[config.mk]
export PLATFORM = sky130hd
export DESIGN_NAME = twp_top
export DESIGN_NICKNAME = d
export VERILOG_FILES = /design/src/verilog/twp_pkg.sv /design/src/verilog/twp_prescaler.sv /design/src/verilog/twp_top.sv
export SDC_FILE = /design/constraint.sdc
export NUM_CORES = 1
export LEC_CHECK = 0
export BUFFER_PORTS_ARGS = -buffer_cell sky130_fd_sc_hd__buf_2
export CAP_MARGIN = 15
export CORE_ASPECT_RATIO = 0.5
export CORE_MARGIN = 3
export CORE_UTILIZATION = 55
export CTS_CLUSTER_DIAMETER = 50
export DETAILED_ROUTE_END_ITERATION = 6
export GPL_TIMING_DRIVEN = 0
export PLACE_DENSITY = 0.76
export SYNTH_ARGS = -nofsm -noshare
export SYNTH_HDL_FRONTEND = slang
export SYNTH_SLANG_ARGS = --single-unit
[constraint.sdc]
create_clock -name I_SYS_CLK -period 5.9 [get_ports I_SYS_CLK]
set_input_delay 1.18 -clock I_SYS_CLK [delete_from_list [all_inputs] [get_ports I_SYS_CLK]]
set_output_delay 1.18 -clock I_SYS_CLK [all_outputs]
set_load 0.02 [all_outputs]
[src/verilog/twp_pkg.sv]
// Package: offsets, field positions, reset values and timing for the timer/watchdog/irq block
package twp_pkg;
  localparam logic [3:0] REG_TIMER = 4'h1;
  localparam logic [3:0] REG_STATUS = 4'h3;
  localparam logic [3:0] REG_PORT = 4'h6;
  localparam logic [3:0] REG_POWER = 4'h8;
  localparam logic [3:0] REG_WAKE = 4'h9;
  localparam logic [3:0] REG_IRQ_EN = 4'hE;
  localparam logic [3:0] REG_IRQ_FLAG = 4'hF;
  localparam int OPT_EDGE_PIN_POL = 6;
  localparam int OPT_SRC_SEL = 5;
  localparam int OPT_CNT_EDGE = 4;
  localparam int OPT_ASSIGN = 3;
  localparam int STATUS_TIMEOUT = 4;
  localparam int POWER_WDT_EN = 7;
  localparam int POWER_EXT_IRQ = 6;
  localparam int IRQ_GLOBAL = 7;
  localparam int IRQ_EDGE = 2;
  localparam int IRQ_PORT = 1;
  localparam int IRQ_OVF = 0;
  localparam logic [6:0] OPTION_RESET = 7'h3F;
  localparam logic [7:0] POWER_RESET = 8'hA0;
  localparam logic [7:0] IRQ_EN_UNUSED = 8'h78;
  localparam logic [7:0] PRESCALE_RESET = 8'hFF;
  localparam logic [11:0] VEC_IRQ = 12'h008;
  localparam logic [11:0] VEC_SOFT = 12'h002;
  localparam int CLK_MHZ = 100;
  localparam int WDT_MS_0 = 18;
  localparam int WDT_US_1 = 4500;
  localparam int WDT_MS_2 = 288;
  localparam int WDT_MS_3 = 72;
  localparam int TIMER_WRITE_HOLD = 2;
  typedef struct packed {
    logic wdt_clear;
    logic sleep;
    logic return_from_irq_instr;
    logic soft_irq;
  } twp_instr_s;
  typedef struct packed {
    logic valid;
    logic [11:0] addr;
  } twp_vector_s;
endpackage

[src/verilog/twp_prescaler.sv]
// Shared 8-bit down-counting prescaler with ratio tap
module twp_prescaler (
  input wire logic i_clk,
  input wire logic i_reset,
  input wire logic i_clear,
  input wire logic i_tick,
  input wire logic i_timer_side,
  input wire logic [2:0] i_ratio,
  output logic o_out
);
  logic [7:0] cnt_q;
  logic [7:0] used;
  logic [3:0] div;

  always_ff @(posedge i_clk or posedge i_reset) begin
    if (i_reset) begin
      cnt_q <= twp_pkg::PRESCALE_RESET;
    end else if (i_clear) begin
      cnt_q <= twp_pkg::PRESCALE_RESET;
    end else if (i_tick) begin
      cnt_q <= cnt_q - 8'h01;
    end
  end

  // Timer ratios start at 1:2, watchdog ratios at 1:1
  always_comb begin
    div = {1'b0, i_ratio} + {3'b000, i_timer_side};
    used = 8'hFF >> (4'h8 - div);
  end

  assign o_out = i_tick && ((cnt_q & used) == 8'h00);
endmodule // twp_prescaler

[src/verilog/twp_top.sv]
// Timer/counter, watchdog, shared prescaler and interrupt control
module twp_top #(
  parameter int WDT_TICK_DIV = 100
) (
  input wire logic I_SYS_CLK,
  input wire logic I_RESET,
  input wire logic [3:0] i_addr,
  input wire logic [7:0] i_wdata,
  input wire logic i_wr,
  input wire logic i_rd,
  input wire logic [6:0] i_option,
  input wire logic i_option_wr,
  input wire logic [5:0] i_port_dir_in,
  input wire logic [1:0] i_startup_cfg,
  input wire twp_pkg::twp_instr_s i_instr,
  input wire logic [5:0] i_port_pin,
  output logic [7:0] o_rdata,
  output twp_pkg::twp_vector_s o_vector,
  output logic o_wake,
  output logic o_wdt_reset
);
  logic [6:0] option_q;
  logic [7:0] timer_q;
  logic [1:0] hold_q;
  logic [7:0] power_q;
  logic [5:0] wake_q;
  logic [7:0] irq_en_q;
  logic [2:0] flag_q;
  logic timeout_q;
  logic asleep_q;
  logic cnt_pin_q;
  logic int_pin_q;
  logic [5:0] port_q;
  logic [5:0] port_ref_q;
  logic [7:0] rdata_q;
  logic [31:0] wdt_q;
  // A divider of one still needs a one-bit counter, and a zero-width cast is illegal
  localparam int TICK_W = (WDT_TICK_DIV > 1) ? $clog2(WDT_TICK_DIV) : 1;
  logic [TICK_W-1:0] tick_q;
  logic wdt_tick;
  logic timer_write;
  logic to_wdt;
  logic ps_clear;
  logic ps_tick;
  logic ps_out;
  logic cnt_edge;
  logic timer_inc;
  logic timer_ovf;
  logic int_edge;
  logic port_chg;
  logic [5:0] watched;
  logic [2:0] pending;
  logic take_irq;
  logic wdt_expire;
  logic [31:0] wdt_limit;

  function automatic logic [31:0] wdt_base(input logic [1:0] cfg);
    case (cfg)
      2'b00: wdt_base = 32'(twp_pkg::WDT_MS_0 * 1000);
      2'b01: wdt_base = 32'(twp_pkg::WDT_US_1);
      2'b10: wdt_base = 32'(twp_pkg::WDT_MS_2 * 1000);
      default: wdt_base = 32'(twp_pkg::WDT_MS_3 * 1000);
    endcase
  endfunction

  assign to_wdt = option_q[twp_pkg::OPT_ASSIGN];
  assign timer_write = i_wr && (i_addr == twp_pkg::REG_TIMER);
  assign ps_clear = to_wdt ? (i_instr.wdt_clear || i_instr.sleep) : timer_write;
  // Stand-in for the watchdog oscillator: a microsecond tick from the system clock
  assign wdt_tick = (tick_q == '0);
  assign wdt_limit = wdt_base(i_startup_cfg);

  // Sampled pin edge stands in for the T2/T4 synchroniser
  assign cnt_edge = option_q[twp_pkg::OPT_CNT_EDGE] ? (cnt_pin_q && !i_port_pin[2])
                                                     : (!cnt_pin_q && i_port_pin[2]);
  assign ps_tick = to_wdt ? (wdt_tick && power_q[twp_pkg::POWER_WDT_EN])
                          : (option_q[twp_pkg::OPT_SRC_SEL] ? cnt_edge : 1'b1);
  twp_prescaler u_prescaler (
    .i_clk(I_SYS_CLK),
    .i_reset(I_RESET),
    .i_clear(ps_clear),
    .i_tick(ps_tick),
    .i_timer_side(!to_wdt),
    .i_ratio(option_q[2:0]),
    .o_out(ps_out)
  );

  always_comb begin
    if (to_wdt) begin
      timer_inc = option_q[twp_pkg::OPT_SRC_SEL] ? cnt_edge : 1'b1;
    end else begin
      timer_inc = ps_out;
    end
    timer_inc = timer_inc && (hold_q == 2'b00) && !timer_write;
  end
  assign timer_ovf = timer_inc && (timer_q == 8'hFF);

  assign int_edge = option_q[twp_pkg::OPT_EDGE_PIN_POL] ? (!int_pin_q && i_port_pin[0])
                                                         : (int_pin_q && !i_port_pin[0]);
  assign watched = wake_q & i_port_dir_in & {5'b11111, !power_q[twp_pkg::POWER_EXT_IRQ]};
  assign port_chg = |((i_port_pin ^ port_ref_q) & watched) && irq_en_q[twp_pkg::IRQ_PORT];
  assign pending = flag_q & irq_en_q[2:0];
  // Held off during a soft interrupt so the global clear never lands without its vector
  assign take_irq = irq_en_q[twp_pkg::IRQ_GLOBAL] && (|pending) && !o_vector.valid
                    && !i_instr.soft_irq;

  always_ff @(posedge I_SYS_CLK or posedge I_RESET) begin
    if (I_RESET) begin
      option_q <= twp_pkg::OPTION_RESET;
    end else if (i_option_wr) begin
      option_q <= i_option;
    end
  end

  always_ff @(posedge I_SYS_CLK or posedge I_RESET) begin
    if (I_RESET) begin
      timer_q <= 8'h00;
      hold_q <= 2'b00;
    end else if (timer_write) begin
      timer_q <= i_wdata;
      hold_q <= 2'(twp_pkg::TIMER_WRITE_HOLD);
    end else begin
      if (hold_q != 2'b00) begin
        hold_q <= hold_q - 2'b01;
      end
      if (timer_inc) begin
        timer_q <= timer_q + 8'h01;
      end
    end
  end

  always_ff @(posedge I_SYS_CLK or posedge I_RESET) begin
    if (I_RESET) begin
      cnt_pin_q <= 1'b0;
      int_pin_q <= 1'b0;
      port_q <= 6'h00;
    end else begin
      cnt_pin_q <= i_port_pin[2];
      int_pin_q <= i_port_pin[0];
      port_q <= i_port_pin;
    end
  end

  // Port access re-arms the change reference, so software must touch the port first
  always_ff @(posedge I_SYS_CLK or posedge I_RESET) begin
    if (I_RESET) begin
      port_ref_q <= 6'h00;
    end else if ((i_rd || i_wr) && i_addr == twp_pkg::REG_PORT) begin
      port_ref_q <= i_port_pin;
    end else if (port_chg) begin
      port_ref_q <= i_port_pin;
    end
  end

  // Set wins over a same-cycle software clear
  always_ff @(posedge I_SYS_CLK or posedge I_RESET) begin
    if (I_RESET) begin
      flag_q <= 3'b000;
    end else begin
      if (i_wr && i_addr == twp_pkg::REG_IRQ_FLAG) begin
        flag_q <= i_wdata[2:0];
      end
      if (timer_ovf) begin
        flag_q[twp_pkg::IRQ_OVF] <= 1'b1;
      end
      if (port_chg) begin
        flag_q[twp_pkg::IRQ_PORT] <= 1'b1;
      end
      if (int_edge) begin
        flag_q[twp_pkg::IRQ_EDGE] <= 1'b1;
      end
    end
  end

  always_ff @(posedge I_SYS_CLK or posedge I_RESET) begin
    if (I_RESET) begin
      irq_en_q <= 8'h00;
    end else if (take_irq) begin
      irq_en_q[twp_pkg::IRQ_GLOBAL] <= 1'b0;
    end else if (i_instr.return_from_irq_instr) begin
      irq_en_q[twp_pkg::IRQ_GLOBAL] <= 1'b1;
    end else if (i_wr && i_addr == twp_pkg::REG_IRQ_EN) begin
      irq_en_q <= {i_wdata[7], 4'h0, i_wdata[2:0]};
    end
  end

  always_ff @(posedge I_SYS_CLK or posedge I_RESET) begin
    if (I_RESET) begin
      power_q <= twp_pkg::POWER_RESET;
      wake_q <= 6'h00;
    end else if (i_wr && i_addr == twp_pkg::REG_POWER) begin
      power_q <= {i_wdata[7:5], 5'h00};
    end else if (i_wr && i_addr == twp_pkg::REG_WAKE) begin
      wake_q <= i_wdata[5:0];
    end
  end

  // Sleep and wake; the wake pulse vectors only when the global enable is set
  always_ff @(posedge I_SYS_CLK or posedge I_RESET) begin
    if (I_RESET) begin
      asleep_q <= 1'b0;
      o_wake <= 1'b0;
    end else begin
      o_wake <= 1'b0;
      if (i_instr.sleep) begin
        asleep_q <= 1'b1;
      end else if (asleep_q && ((int_edge && irq_en_q[twp_pkg::IRQ_EDGE]) || port_chg)) begin
        asleep_q <= 1'b0;
        o_wake <= 1'b1;
      end
    end
  end

  always_ff @(posedge I_SYS_CLK or posedge I_RESET) begin
    if (I_RESET) begin
      o_vector <= '0;
    end else if (i_instr.soft_irq) begin
      o_vector <= '{valid: 1'b1, addr: twp_pkg::VEC_SOFT};
    end else if (take_irq) begin
      o_vector <= '{valid: 1'b1, addr: twp_pkg::VEC_IRQ};
    end else begin
      o_vector <= '0;
    end
  end

  always_ff @(posedge I_SYS_CLK or posedge I_RESET) begin
    if (I_RESET) begin
      tick_q <= '0;
    end else if (tick_q == TICK_W'(WDT_TICK_DIV - 1)) begin
      tick_q <= '0;
    end else begin
      tick_q <= tick_q + 1'b1;
    end
  end

  // Watchdog counts whether or not the core sleeps
  assign wdt_expire = power_q[twp_pkg::POWER_WDT_EN] && (wdt_q >= wdt_limit);
  always_ff @(posedge I_SYS_CLK or posedge I_RESET) begin
    if (I_RESET) begin
      wdt_q <= 32'h0000_0000;
    end else if (i_instr.wdt_clear || i_instr.sleep || wdt_expire) begin
      wdt_q <= 32'h0000_0000;
    end else if (power_q[twp_pkg::POWER_WDT_EN] && wdt_tick && (!to_wdt || ps_out)) begin
      wdt_q <= wdt_q + 32'h0000_0001;
    end
  end

  // Timeout bit is set by reset, clear or sleep and dropped by expiry, so software can see why it restarted
  always_ff @(posedge I_SYS_CLK or posedge I_RESET) begin
    if (I_RESET) begin
      o_wdt_reset <= 1'b0;
      timeout_q <= 1'b1;
    end else begin
      o_wdt_reset <= wdt_expire;
      if (wdt_expire) begin
        timeout_q <= 1'b0;
      end else if (i_instr.wdt_clear || i_instr.sleep) begin
        timeout_q <= 1'b1;
      end
    end
  end

  always_ff @(posedge I_SYS_CLK or posedge I_RESET) begin
    if (I_RESET) begin
      rdata_q <= 8'h00;
    end else if (i_rd) begin
      case (i_addr)
        twp_pkg::REG_TIMER: rdata_q <= timer_q;
        twp_pkg::REG_STATUS: rdata_q <= {3'b000, timeout_q, 4'h0};
        twp_pkg::REG_PORT: rdata_q <= {2'b00, port_q};
        twp_pkg::REG_POWER: rdata_q <= power_q;
        twp_pkg::REG_WAKE: rdata_q <= {2'b00, wake_q};
        twp_pkg::REG_IRQ_EN: rdata_q <= irq_en_q | twp_pkg::IRQ_EN_UNUSED;
        twp_pkg::REG_IRQ_FLAG: rdata_q <= {5'h00, pending};
        default: rdata_q <= 8'h00;
      endcase
    end else begin
      rdata_q <= 8'h00;
    end
  end
  assign o_rdata = rdata_q;

  gie_clear_a: assert property (@(posedge I_SYS_CLK) disable iff (I_RESET)
    take_irq && !i_instr.soft_irq |=> !irq_en_q[7] && o_vector.valid && o_vector.addr == 12'h008)
    else $error("irq entry did not vector");
  return_from_irq_instr_set_a: assert property (@(posedge I_SYS_CLK) disable iff (I_RESET)
    i_instr.return_from_irq_instr && !take_irq |=> irq_en_q[7])
    else $error("return did not restore enable");
  soft_vec_a: assert property (@(posedge I_SYS_CLK) disable iff (I_RESET)
    i_instr.soft_irq |=> o_vector.addr == 12'h002)
    else $error("soft irq vector wrong");
  ovf_flag_a: assert property (@(posedge I_SYS_CLK) disable iff (I_RESET)
    timer_inc && timer_q == 8'hFF && !timer_write |=> timer_q == 8'h00 && flag_q[0])
    else $error("rollover flag missing");
  write_hold_a: assert property (@(posedge I_SYS_CLK) disable iff (I_RESET)
    timer_write ##1 !timer_write [*3] |-> timer_q == $past(timer_q, 2))
    else $error("timer moved after write");
  edge_flag_a: assert property (@(posedge I_SYS_CLK) disable iff (I_RESET)
    int_edge |=> flag_q[2])
    else $error("edge flag missing");
  flag_read_a: assert property (@(posedge I_SYS_CLK) disable iff (I_RESET)
    i_rd && i_addr == 4'hF |=> o_rdata == {5'h00, $past(flag_q) & $past(irq_en_q[2:0])})
    else $error("flag read not masked");
  wdt_off_a: assert property (@(posedge I_SYS_CLK) disable iff (I_RESET)
    !power_q[7] |=> !o_wdt_reset)
    else $error("disabled watchdog fired");
  timeout_a: assert property (@(posedge I_SYS_CLK) disable iff (I_RESET)
    wdt_expire |=> o_wdt_reset && !timeout_q)
    else $error("expiry not reported");
  sleep_wdt_a: assert property (@(posedge I_SYS_CLK) disable iff (I_RESET)
    i_instr.sleep |=> wdt_q == 32'h0000_0000)
    else $error("sleep did not restart watchdog");
  ps_clear_a: assert property (@(posedge I_SYS_CLK) disable iff (I_RESET)
    (to_wdt ? i_instr.wdt_clear : timer_write) |=> u_prescaler.cnt_q == 8'hFF)
    else $error("prescaler not cleared");
  port_mask_a: assert property (@(posedge I_SYS_CLK) disable iff (I_RESET)
    !flag_q[1] && !(i_wr && i_addr == 4'hF) && ((i_port_pin ^ port_ref_q) & wake_q & i_port_dir_in) == 6'h00
    |=> !flag_q[1]) else $error("excluded pin raised change flag");
  wake_pulse_a: assert property (@(posedge I_SYS_CLK) disable iff (I_RESET)
    asleep_q && !i_instr.sleep && port_chg |=> o_wake && !asleep_q)
    else $error("port change did not wake");
endmodule // twp_top
==> flow_results.org, run 1 <==
** Yosys
- Of the total synthesized cell area, the portion taken by XOR and XNOR cells is 0.0499.
- For this run, the leading register cell type out of synthesis is sky130_fd_sc_hd__dfrtp_1.
- Count of flip-flops with a built-in enable after synthesis :: 0
- In the post-synthesis netlist, the cell with the most instances is sky130_fd_sc_hd__dfrtp_1.
- Area fraction of the dominant cell type after synthesis :: 0.389
- A synthesized cell averages between 10 and 15 µm².
- After synthesis, the largest family of logic cells by area is simple AND/OR/NAND/NOR gates.
- Multiplexer share of the synthesized area :: 0.0583
- Of the total synthesized cell area, the portion taken by full adders, half adders and majority gates is 0.0648.
- The complex-gate fraction of the synthesized area is 0.125.
- In this run the cell area of the synthesized design comes to roughly 0.0058 mm².
- Sorting the synthesized cells by how often they occur yields sky130_fd_sc_hd__dfrtp_1, sky130_fd_sc_hd__nor2_1, sky130_fd_sc_hd__nand2_1.
- Library cell occupying the most area in the post-synthesis netlist :: sky130_fd_sc_hd__dfrtp_1
- In the post-synthesis netlist, the biggest area contributors are sky130_fd_sc_hd__dfrtp_1, sky130_fd_sc_hd__dfstp_2, sky130_fd_sc_hd__ha_1.
- Sequential cell area fraction in the yosys report :: 0.466
- In the synthesized netlist the async set-or-reset flop fraction comes to 1.00.
- Number of synthesized register bits :: around 110
- Simple-gate share of the synthesized area :: 0.183
- Number of unique standard cell types used by synthesis :: a little under 70
- After technology mapping, the gate count stands at ~580.
- Total number of yosys warnings :: 0

** Clocking
- At the later pin of the worst-skew pair, clock insertion delay measures ~350 ps.
- The clock passes through at most 2 buffers.
- The root buffer cell chosen for the clock tree is sky130_fd_sc_hd__clkbuf_16.
- After clock tree synthesis, the clock-pin slew on the worst setup and hold paths is ~60 ps.
- Total number of H-tree levels :: 3
- TritonCTS clock tree :: done
- The number of gates resized after CTS was 0.
- Clock tree synthesis inserted a total of 9 buffers.
- The number of hold buffers added after CTS was 0.
- After clock tree synthesis, the setup repair step added 0 buffers.
- Count of clock tree sinks :: roughly 110

** GRT
- The first global-routing pass estimated 20300 µm of wire.
- Entering global routing, the biggest net connects 60 pins.
- The number of global-route vias before repair is roughly 4200.
- Number of antenna violations at the first check in global routing :: 0
- Global Route Usage Sum :: 0.216
- Final global-route overflow total :: 0

** Power
- The analysis attributes to cell leakage a power of about 3 nW.
- Internal power comes to between 0.001 and 0.0015 W.
- Switching part of the total power :: 0.281
- Of the total power, combinational logic draws 0.196.
- Of the total power, the clock network draws 0.329.
- Reg power frac :: 0.475
- Summing internal, switching and leakage power gives about 0.0019 W.
- P per Cell Area :: about 290 mW/mm²
- Worst supply voltage drop on vdd :: approximately 180 µV
- The analysis attributes to net switching a power of 0.000546 W.

** STA
- RSZ-0062 raised after global routing :: no
- Between clock sinks in the finished design, the worst skew comes to ~11 ps.
- Across all setup checks in the final design, the least slack found is 2410 ps.
- Setup violations remaining at the end of the flow were counted as 0.
- Summed negative setup slack over all endpoints :: 0 ps
- Number of hold violations in the final report :: 0
- Dividing the final minimum period by the clock period gives 0.591.
- Static timing analysis puts the maximum clock frequency at 287 MHz.
- Fin. max-slew vios :: 0
- For the finished layout, the period the worst path requires is 3490 ps.
- Measured against its own limit, the worst slew margin works out to 0.420.
- Worst Tran Pin Value :: approximately 860 ps

** Setup path
- Top Family by Delay on Critical Path :: compound AO/OA/AOI/OAI gates
- Crit-path slowest cell :: sky130_fd_sc_hd__a2111oi_4
- Crit-path max cell delay :: roughly 370 ps
- STA classifies the critical path startpoint as an input pin.
- Data arrives at the worst endpoint at around 3800 ps.
- Traced cell by cell, the critical path runs through buf_2 > inv_1 > ha_1 > inv_1 > ha_1 > and3_1 > a221o_1 > a2111oi_4 > a21oi_2 > or3_1 > clkbuf_2 > buf_6 > nor2_1.
- Crit path capture type :: flop
- For the worst setup path, the data required time is 6170 ps.
- Critical path class :: input pin to flop
- Maximum net fanout on the critical path :: 10
- Together, buffers and inverters on the worst path number 5.

** Drt
- In this run the top signal layer used is met4.
- The first routing iteration left 336 violations.
- The count of nets left with antenna violations once routing finished came out at 0.
- Routed met1 length :: just under 6000 µm
- Number of design rule violations left after detail routing :: 0
- The routed layout has 4420 vias.
- Summed over all layers, the routed wires come to about 12000 µm.
- Total length of routed met3 wires :: 561 µm
- For this run, the detailed router's first-pass iteration total came to 4.
- After detailed routing, the met2 layer carries 5510 µm of wire.
- After detailed routing, the number of vias per cell comes to between 5 and 6.
- Average wire per cell in the routed design :: between 15 and 20 µm

** Floorplan
- Pin placement for this block handled 65 I/O pins.
- Effective utilization at floorplan :: 0.588
- The floorplan step defined a die boundary enclosing between 0.01 and 0.015 mm².
- The floorplan step set the die height to between 70 and 80 µm.
- The region available for standard cell placement spans roughly 0.01 mm².
- The die is about 150 µm wide.
- After floorplanning, the core was divided into 25 placement rows.

** Placement
- During placement, the flow inserted port buffers numbering 51.
- Global placement routability congestion :: between 0.9 and 1
- Timing analysis after detailed placement gives a worst setup slack of roughly 2100 ps.
- After legalization and detailed placement, the total HPWL measured 9030 µm.

** Run status
- The run finished with clean final reports.

** Hold path
- The path class of the tightest hold or removal check is flop to flop.

** Cells and area
- In the final design database the tool counted 720 nets.
- In the final layout, the share of cells above drive strength 1 is 0.213.
- Compared with the post-synthesis result, the final layout area differs by 13.9%.
- The repair_antennas step left the layout with diodes totalling 0.

** Run
- Max-cap violations in this run came to 0.
stage by stage:
stage / hold WS [ps] / instances / area [µm²] / util
after floorplan: 457 / 585 / 5830 / -
after global placement: 474 / 771 / 6250 / 0.634
after detailed placement: 486 / 772 / 6280 / 0.637
after CTS: 487 / 787 / 6600 / 0.669
after global routing: 531 / 787 / 6600 / 0.669
final: 485 / 787 / 6600 / 0.669
cells by family (layout without fill, tap and decap cells):
group                      after synthesis  in the layout
buffers and inverters                   60            127
muxes                                   31             31
DFF                                    107            107
AOI/OAI and AO/OA                      105            105
other                                    1             10
xor gates and xnor gates                33             33
and+or+nand+nor                        209            209
adders and majority gates               30             30
cell usage in the layout (no fill, tap or decap), types with 13 or more instances in the layout:
cell | Yosys | routed
sky130_fd_sc_hd__dfrtp_1 | 90 | 90
sky130_fd_sc_hd__ha_1 | 30 | 30
sky130_fd_sc_hd__xnor2_1 | 13 | 13
sky130_fd_sc_hd__nand2_1 | 35 | 35
sky130_fd_sc_hd__nand4_1 | 14 | 14
sky130_fd_sc_hd__nor3_1 | 14 | 14
sky130_fd_sc_hd__nor2_1 | 62 | 62
sky130_fd_sc_hd__o21ai_0 | 17 | 17
sky130_fd_sc_hd__mux2_2 | 22 | 22
sky130_fd_sc_hd__xor2_1 | 20 | 20
sky130_fd_sc_hd__inv_1 | 32 | 31
sky130_fd_sc_hd__nand3_1 | 31 | 31
sky130_fd_sc_hd__dfstp_2 | 17 | 17
sky130_fd_sc_hd__buf_2 | 0 | 51
sky130_fd_sc_hd__a21oi_1 | 28 | 28
worst min-delay path: cells and delay by family, from the launching register on:
family	cells	cell delay [ps]
flip-flops	1	370
AND/OR/NAND/NOR	1	40
AO/OA/AOI/OAI	1	60
power by group through the flow:
stage / clock (W) / sequential (W) / combinational (W)
4_1_cts: 0.000652 / 0.000921 / 0.000383
5_1_grt: 0.000681 / 0.000932 / 0.000426
6_report: 0.000640 / 0.000923 / 0.000380
2_1_floorplan: 0 / 0.000910 / 0.000288
3_5_place_dp: 0 / 0.000932 / 0.000380
3_3_place_gp: 0 / 0.000930 / 0.000362
flip-flops by register name (all words and copies together), names as in the netlist, 2 cells and up:
| register | cells |
|---|---|
| hold_q | 2 |
| port_q | 6 |
| u_prescaler.cnt_q | 8 |
| power_q | 3 |
| port_ref_q | 6 |
| o_vector | 3 |
| wake_q | 6 |
| timer_q | 8 |
| option_q | 7 |
| tick_q | 7 |
| flag_q | 3 |
| irq_en_q | 4 |
| wdt_q | 32 |
| o_rdata | 8 |
path summary, 6_finish.rpt:
path | start | end | slack (ps) | cells after the start
max | i_startup_cfg[0] | wdt_q[31]$_DFFE_PP0P_ | 2410 | 13
max reg2reg | option_q[0]$_DFFE_PP1P_ | wdt_q[18]$_DFFE_PP0P_ | 2750 | 11
min | power_q[5]$_DFFE_PP1P_ | power_q[5]$_DFFE_PP1P_ | 490 | 2
max in group asynchronous | I_RESET | u_prescaler.cnt_q[7]$_DFFE_PP1P_ | 4250 | 3
min in group asynchronous | I_RESET | asleep_q$_DFFE_PP0P_ | 930 | 2
min reg2reg | power_q[5]$_DFFE_PP1P_ | power_q[5]$_DFFE_PP1P_ | 490 | 2
layout make-up:
class                           count  area (µm²)
Fill cell                         816        3260
Inverter                           32         123
Clock buffer                       10         239
Multi-Input combinational cell    418        2820
Sequential cell                   107        2700
Clock inverter                      5        77.6
Buffer                             28         185
Tap cell                          135         169
Timing Repair Buffer               52         283
metal layers:
layer,vias up,GRT usage
li1,2180,-
met1,2132,0.312
met2,94,0.329
met3,14,0.0507
met4,0,0.0542
met5,-,0
(Power assumes the default switching activity.)
==> run 2, diff against run 1 <==
- CORE_UTILIZATION: 55 -> 53
- clock period: 5.9 -> 3.1 ns (I/O delays scaled with it)
==> run 2 against run 1 <==
  * Hold slack got worse by 220 ps
  * Critical path depth fell by 2
  * Die area rose by 3.6%
  * Via count rose by 1.2%
  * Sequential power rose by 90%
  * Total power rose by 84%
  * Non-clock buffer count rose by 2
  * Cell area rose by 0.40%
  * Worst setup slack got worse by 2300 ps
  * Wire length rose by 3.3%
  * Largest power group unchanged
  * Highest routed layer unchanged
==> flow_results.org, run 2 (synthesis gave the netlist of run 1 again) <==
** STA
- The remaining max-slew budget at the tightest pin was 0.382 (-0.0379).
- The aggregate negative setup slack came to 0 ps (unchanged).
- Fin. max-slew vios :: 0 (unchanged)
- The transition at the pin with the smallest max-transition slack is 903 ps (+42.9 ps).
- The final setup violation count came to 0 (unchanged).
- Timing would allow up to between 300 and 400 MHz.
- Dividing the final minimum period by the clock period gives 0.952.
- RSZ-0062 raised after global routing :: yes
- Min cycle time layout :: ~3000 ps
- Worst setup skew after layout :: 7.28 ps (-3.89 ps)
- Post-layout worst setup margin :: 148 ps (-2270 ps)
- Number of hold violations in the final report :: 0 (unchanged)

** Placement
- Number of placed instances with taps included :: 779 (+0.91%)
- The worst-case setup slack after placement was -147 ps (-2200 ps).
- The detailed-placement wirelength estimate was 9250 µm (+2.4%).
- The instance area after placement is 0.00632 mm² (+0.64%).
- The count of input and output buffers was 51 (unchanged).
- Global placement routability congestion :: 0.857 (-7.2%)

** Power
- The total power consumption of the routed design was 0.00358 W (+84%).
- LEAKAGE :: 3.01 nW (-0.12%)
- Reg power frac :: 0.490 (+0.015)
- The switching component of the power came to 0.00109 W (+99%).
- The combinational group share of total power was 0.207 (+0.011).
- Proportion of power drawn by the clock network :: 0.303 (-0.026)
- The design internal power is 0.00249 W (+78%).
- Switching part of the total power :: 0.304 (+0.0231)
- P per Cell Area :: 541 mW/mm² (+84%)
- Worst supply voltage drop on vdd :: 481 µV (+170%)

** Setup path
- The required arrival time at the worst endpoint came to 3380 ps (-2790 ps).
- Crit path capture type :: flop
- Maximum net fanout on the critical path :: 9 (-1)
- Worst Setup Start Kind :: flop
- The worst setup path is of the flop to flop kind.
- The data arrival at the endpoint of the critical path came to 3230 ps (-520 ps).

** Clocking
- The H-tree depth reported by CTS came to 3 (unchanged).
- Hold bufs inserted after CTS :: 0 (unchanged)
- Cts bufs inserted :: 9 (unchanged)
- Count of clock tree sinks :: 107 (unchanged)
- CTS root buffer :: sky130_fd_sc_hd__clkbuf_16
- The maximum clock path buffer count is 2 (unchanged).
- The clock-pin slew reported for the worst setup and hold paths after clock tree synthesis is 70 ps (about the same).
- Clock latency on the worst-skew pair :: 350 ps (about the same)
- TritonCTS clock tree :: done

** Cells and area
- Most used cells in the layout excluding fill and tap cells :: sky130_fd_sc_hd__dfrtp_1, sky130_fd_sc_hd__nor2_1, sky130_fd_sc_hd__buf_2, sky130_fd_sc_hd__nand2_1
- Register containing the most flip-flops in the final layout :: wdt_q
- Leaving out fill and tap cells, the most frequent cell in the layout is sky130_fd_sc_hd__dfrtp_1.
- The final layout net count came to 722 (+0.28%).
- The number of standard cells in the layout, taps in and fillers out was 795 (+1.0%).
- The ratio of cells with drive above 1 in the final layout is 0.223 (+0.00971).
- The area growth from synthesis to layout is 14.3%.
- The number of flip-flops in the largest register came to 32 (unchanged).
- Fin area :: 0.00662 mm² (+0.40%)
- The number of inserted diodes is 0 (unchanged).

** GRT
- The number of global-route vias before repair was 4210 (+0.048%).
- Maximum number of pins on one net before global-route repair :: 34 (-43%)
- The total congestion overflow is 0 (unchanged).
- Global Route Usage Sum :: 0.208 (-0.00738)
- Number of antenna violations at the first check in global routing :: 0 (unchanged)
- The first-pass GRT wire length is 20600 µm (+1.4%).

** Floorplan
- Effective utilization at floorplan :: 0.556 (-0.0314)
- The overall die area came to 0.0123 mm² (+3.6%).
- The row count is 26 (+4.0%).
- Die Width :: 154 µm (+1.8%)
- Core region area :: 0.0104 mm² (+5.7%)
- The chip height was 79.9 µm (+1.7%).
- The number of top-level design ports is 65 (unchanged).

** Drt
- The antenna violation net count after detailed routing was 0 (unchanged).
- The via total after detailed routing was 4475 (+1.2%).
- Total wirelength of the detailed-routed design :: 12500 µm (+3.3%)
- The number of optimization iterations in the first detailed-route pass was 6 (+2).
- The number of DRC violations after detailed-routing iteration 0 was 308 (-8.3%).
- The average wire per cell in the routed design is 15.7 µm (+2.3%).
- The detailed-route DRC error count came to 0 (unchanged).
- Routed via count divided by cell count :: 5.63 (+0.23%)

** Hold path
- The worst hold path belongs to the class input pin to async pin.

** Run status
- Status :: finished, final reports clean

** Run
- Count of maximum capacitance violations :: 0 (unchanged)
==> run 2: cell count changes in the layout (fill, tap and decap cells not counted), sizes merged <==
cell and delta:
clkbuf -1, bufinv -2, inv +1, buf +2, clkinvlp +2, clkinv +1
==> run 2: worst paths after layout <==
path,from,end,slack [ps],cells after the start
min in group I_SYS_CLK,i_instr[0],o_vector[1]$_DFF_PP0_,400,1
max reg2reg,option_q[0]$_DFFE_PP1P_,wdt_q[18]$_DFFE_PP0P_,150,11
min reg2reg,power_q[5]$_DFFE_PP1P_,power_q[5]$_DFFE_PP1P_,500,2
max,option_q[0]$_DFFE_PP1P_,wdt_q[18]$_DFFE_PP0P_,150,11
max in group asynchronous,I_RESET,option_q[4]$_DFFE_PP1P_,2060,4
min,I_RESET,asleep_q$_DFFE_PP0P_,260,2
==> run 2: final cells by class <==
cell class                      count  area [µm²]
Fill cell                         860        3790
Multi-Input combinational cell    418        2850
Sequential cell                   107        2700
Timing Repair Buffer               54         315
Clock buffer                        9         225
Buffer                             28         186
Tap cell                          140         175
Inverter                           32         124
Clock inverter                      7        51.3
==> run 2: power by group through the flow <==
stage	Combinational, W	Sequential, W	Clock [W]
2_1_floorplan	0.000548	0.00173	0
3_3_place_gp	0.000690	0.00177	0
3_5_place_dp	0.000733	0.00177	0
4_1_cts	0.000737	0.00175	0.00110
5_1_grt	0.000834	0.00177	0.00116
6_report	0.000741	0.00175	0.00109
==> run 2: layer usage <==
| metal | global-route usage | part of all wire | vias to the layer above |
|---|---|---|---|
| met1 | 0.288 | 0.47 | 2142 |
| met3 | 0.0482 | 0.050 | 19 |
| met5 | 0 | 0 | - |
| met4 | 0.0590 | 0.013 | 0 |
| met2 | 0.332 | 0.46 | 124 |
| li1 | - | - | 2190 |
==> run 2: what timing repair did <==
action	4_1_cts	5_1_grt
pin swaps	0	0
resized for setup	1	5
setup buffers	0	0
endpoints found under the setup margin	2	23
==> run 2: per-stage QoR <==
| step | util | hold slack, ps |
|---|---|---|
| after floorplan | - | 457 |
| after detailed placement | 0.607 | 488 |
| final | 0.636 | 264 |
| after global placement | 0.601 | 475 |
| after CTS | 0.634 | 271 |
| after global routing | 0.636 | 279 |
==> run 2: worst max-delay path, stage by stage, from the launching register on <==
cell and delay, ps:
sky130_fd_sc_hd__dfstp_2 520, sky130_fd_sc_hd__inv_1 50, sky130_fd_sc_hd__ha_1 190, sky130_fd_sc_hd__ha_1 190
sky130_fd_sc_hd__ha_1 320, sky130_fd_sc_hd__or2_2 300, sky130_fd_sc_hd__a221oi_2 340, sky130_fd_sc_hd__o21ai_2 180
sky130_fd_sc_hd__and4_1 210, sky130_fd_sc_hd__clkbuf_2 200, sky130_fd_sc_hd__a31o_2 280, sky130_fd_sc_hd__a21oi_1 110
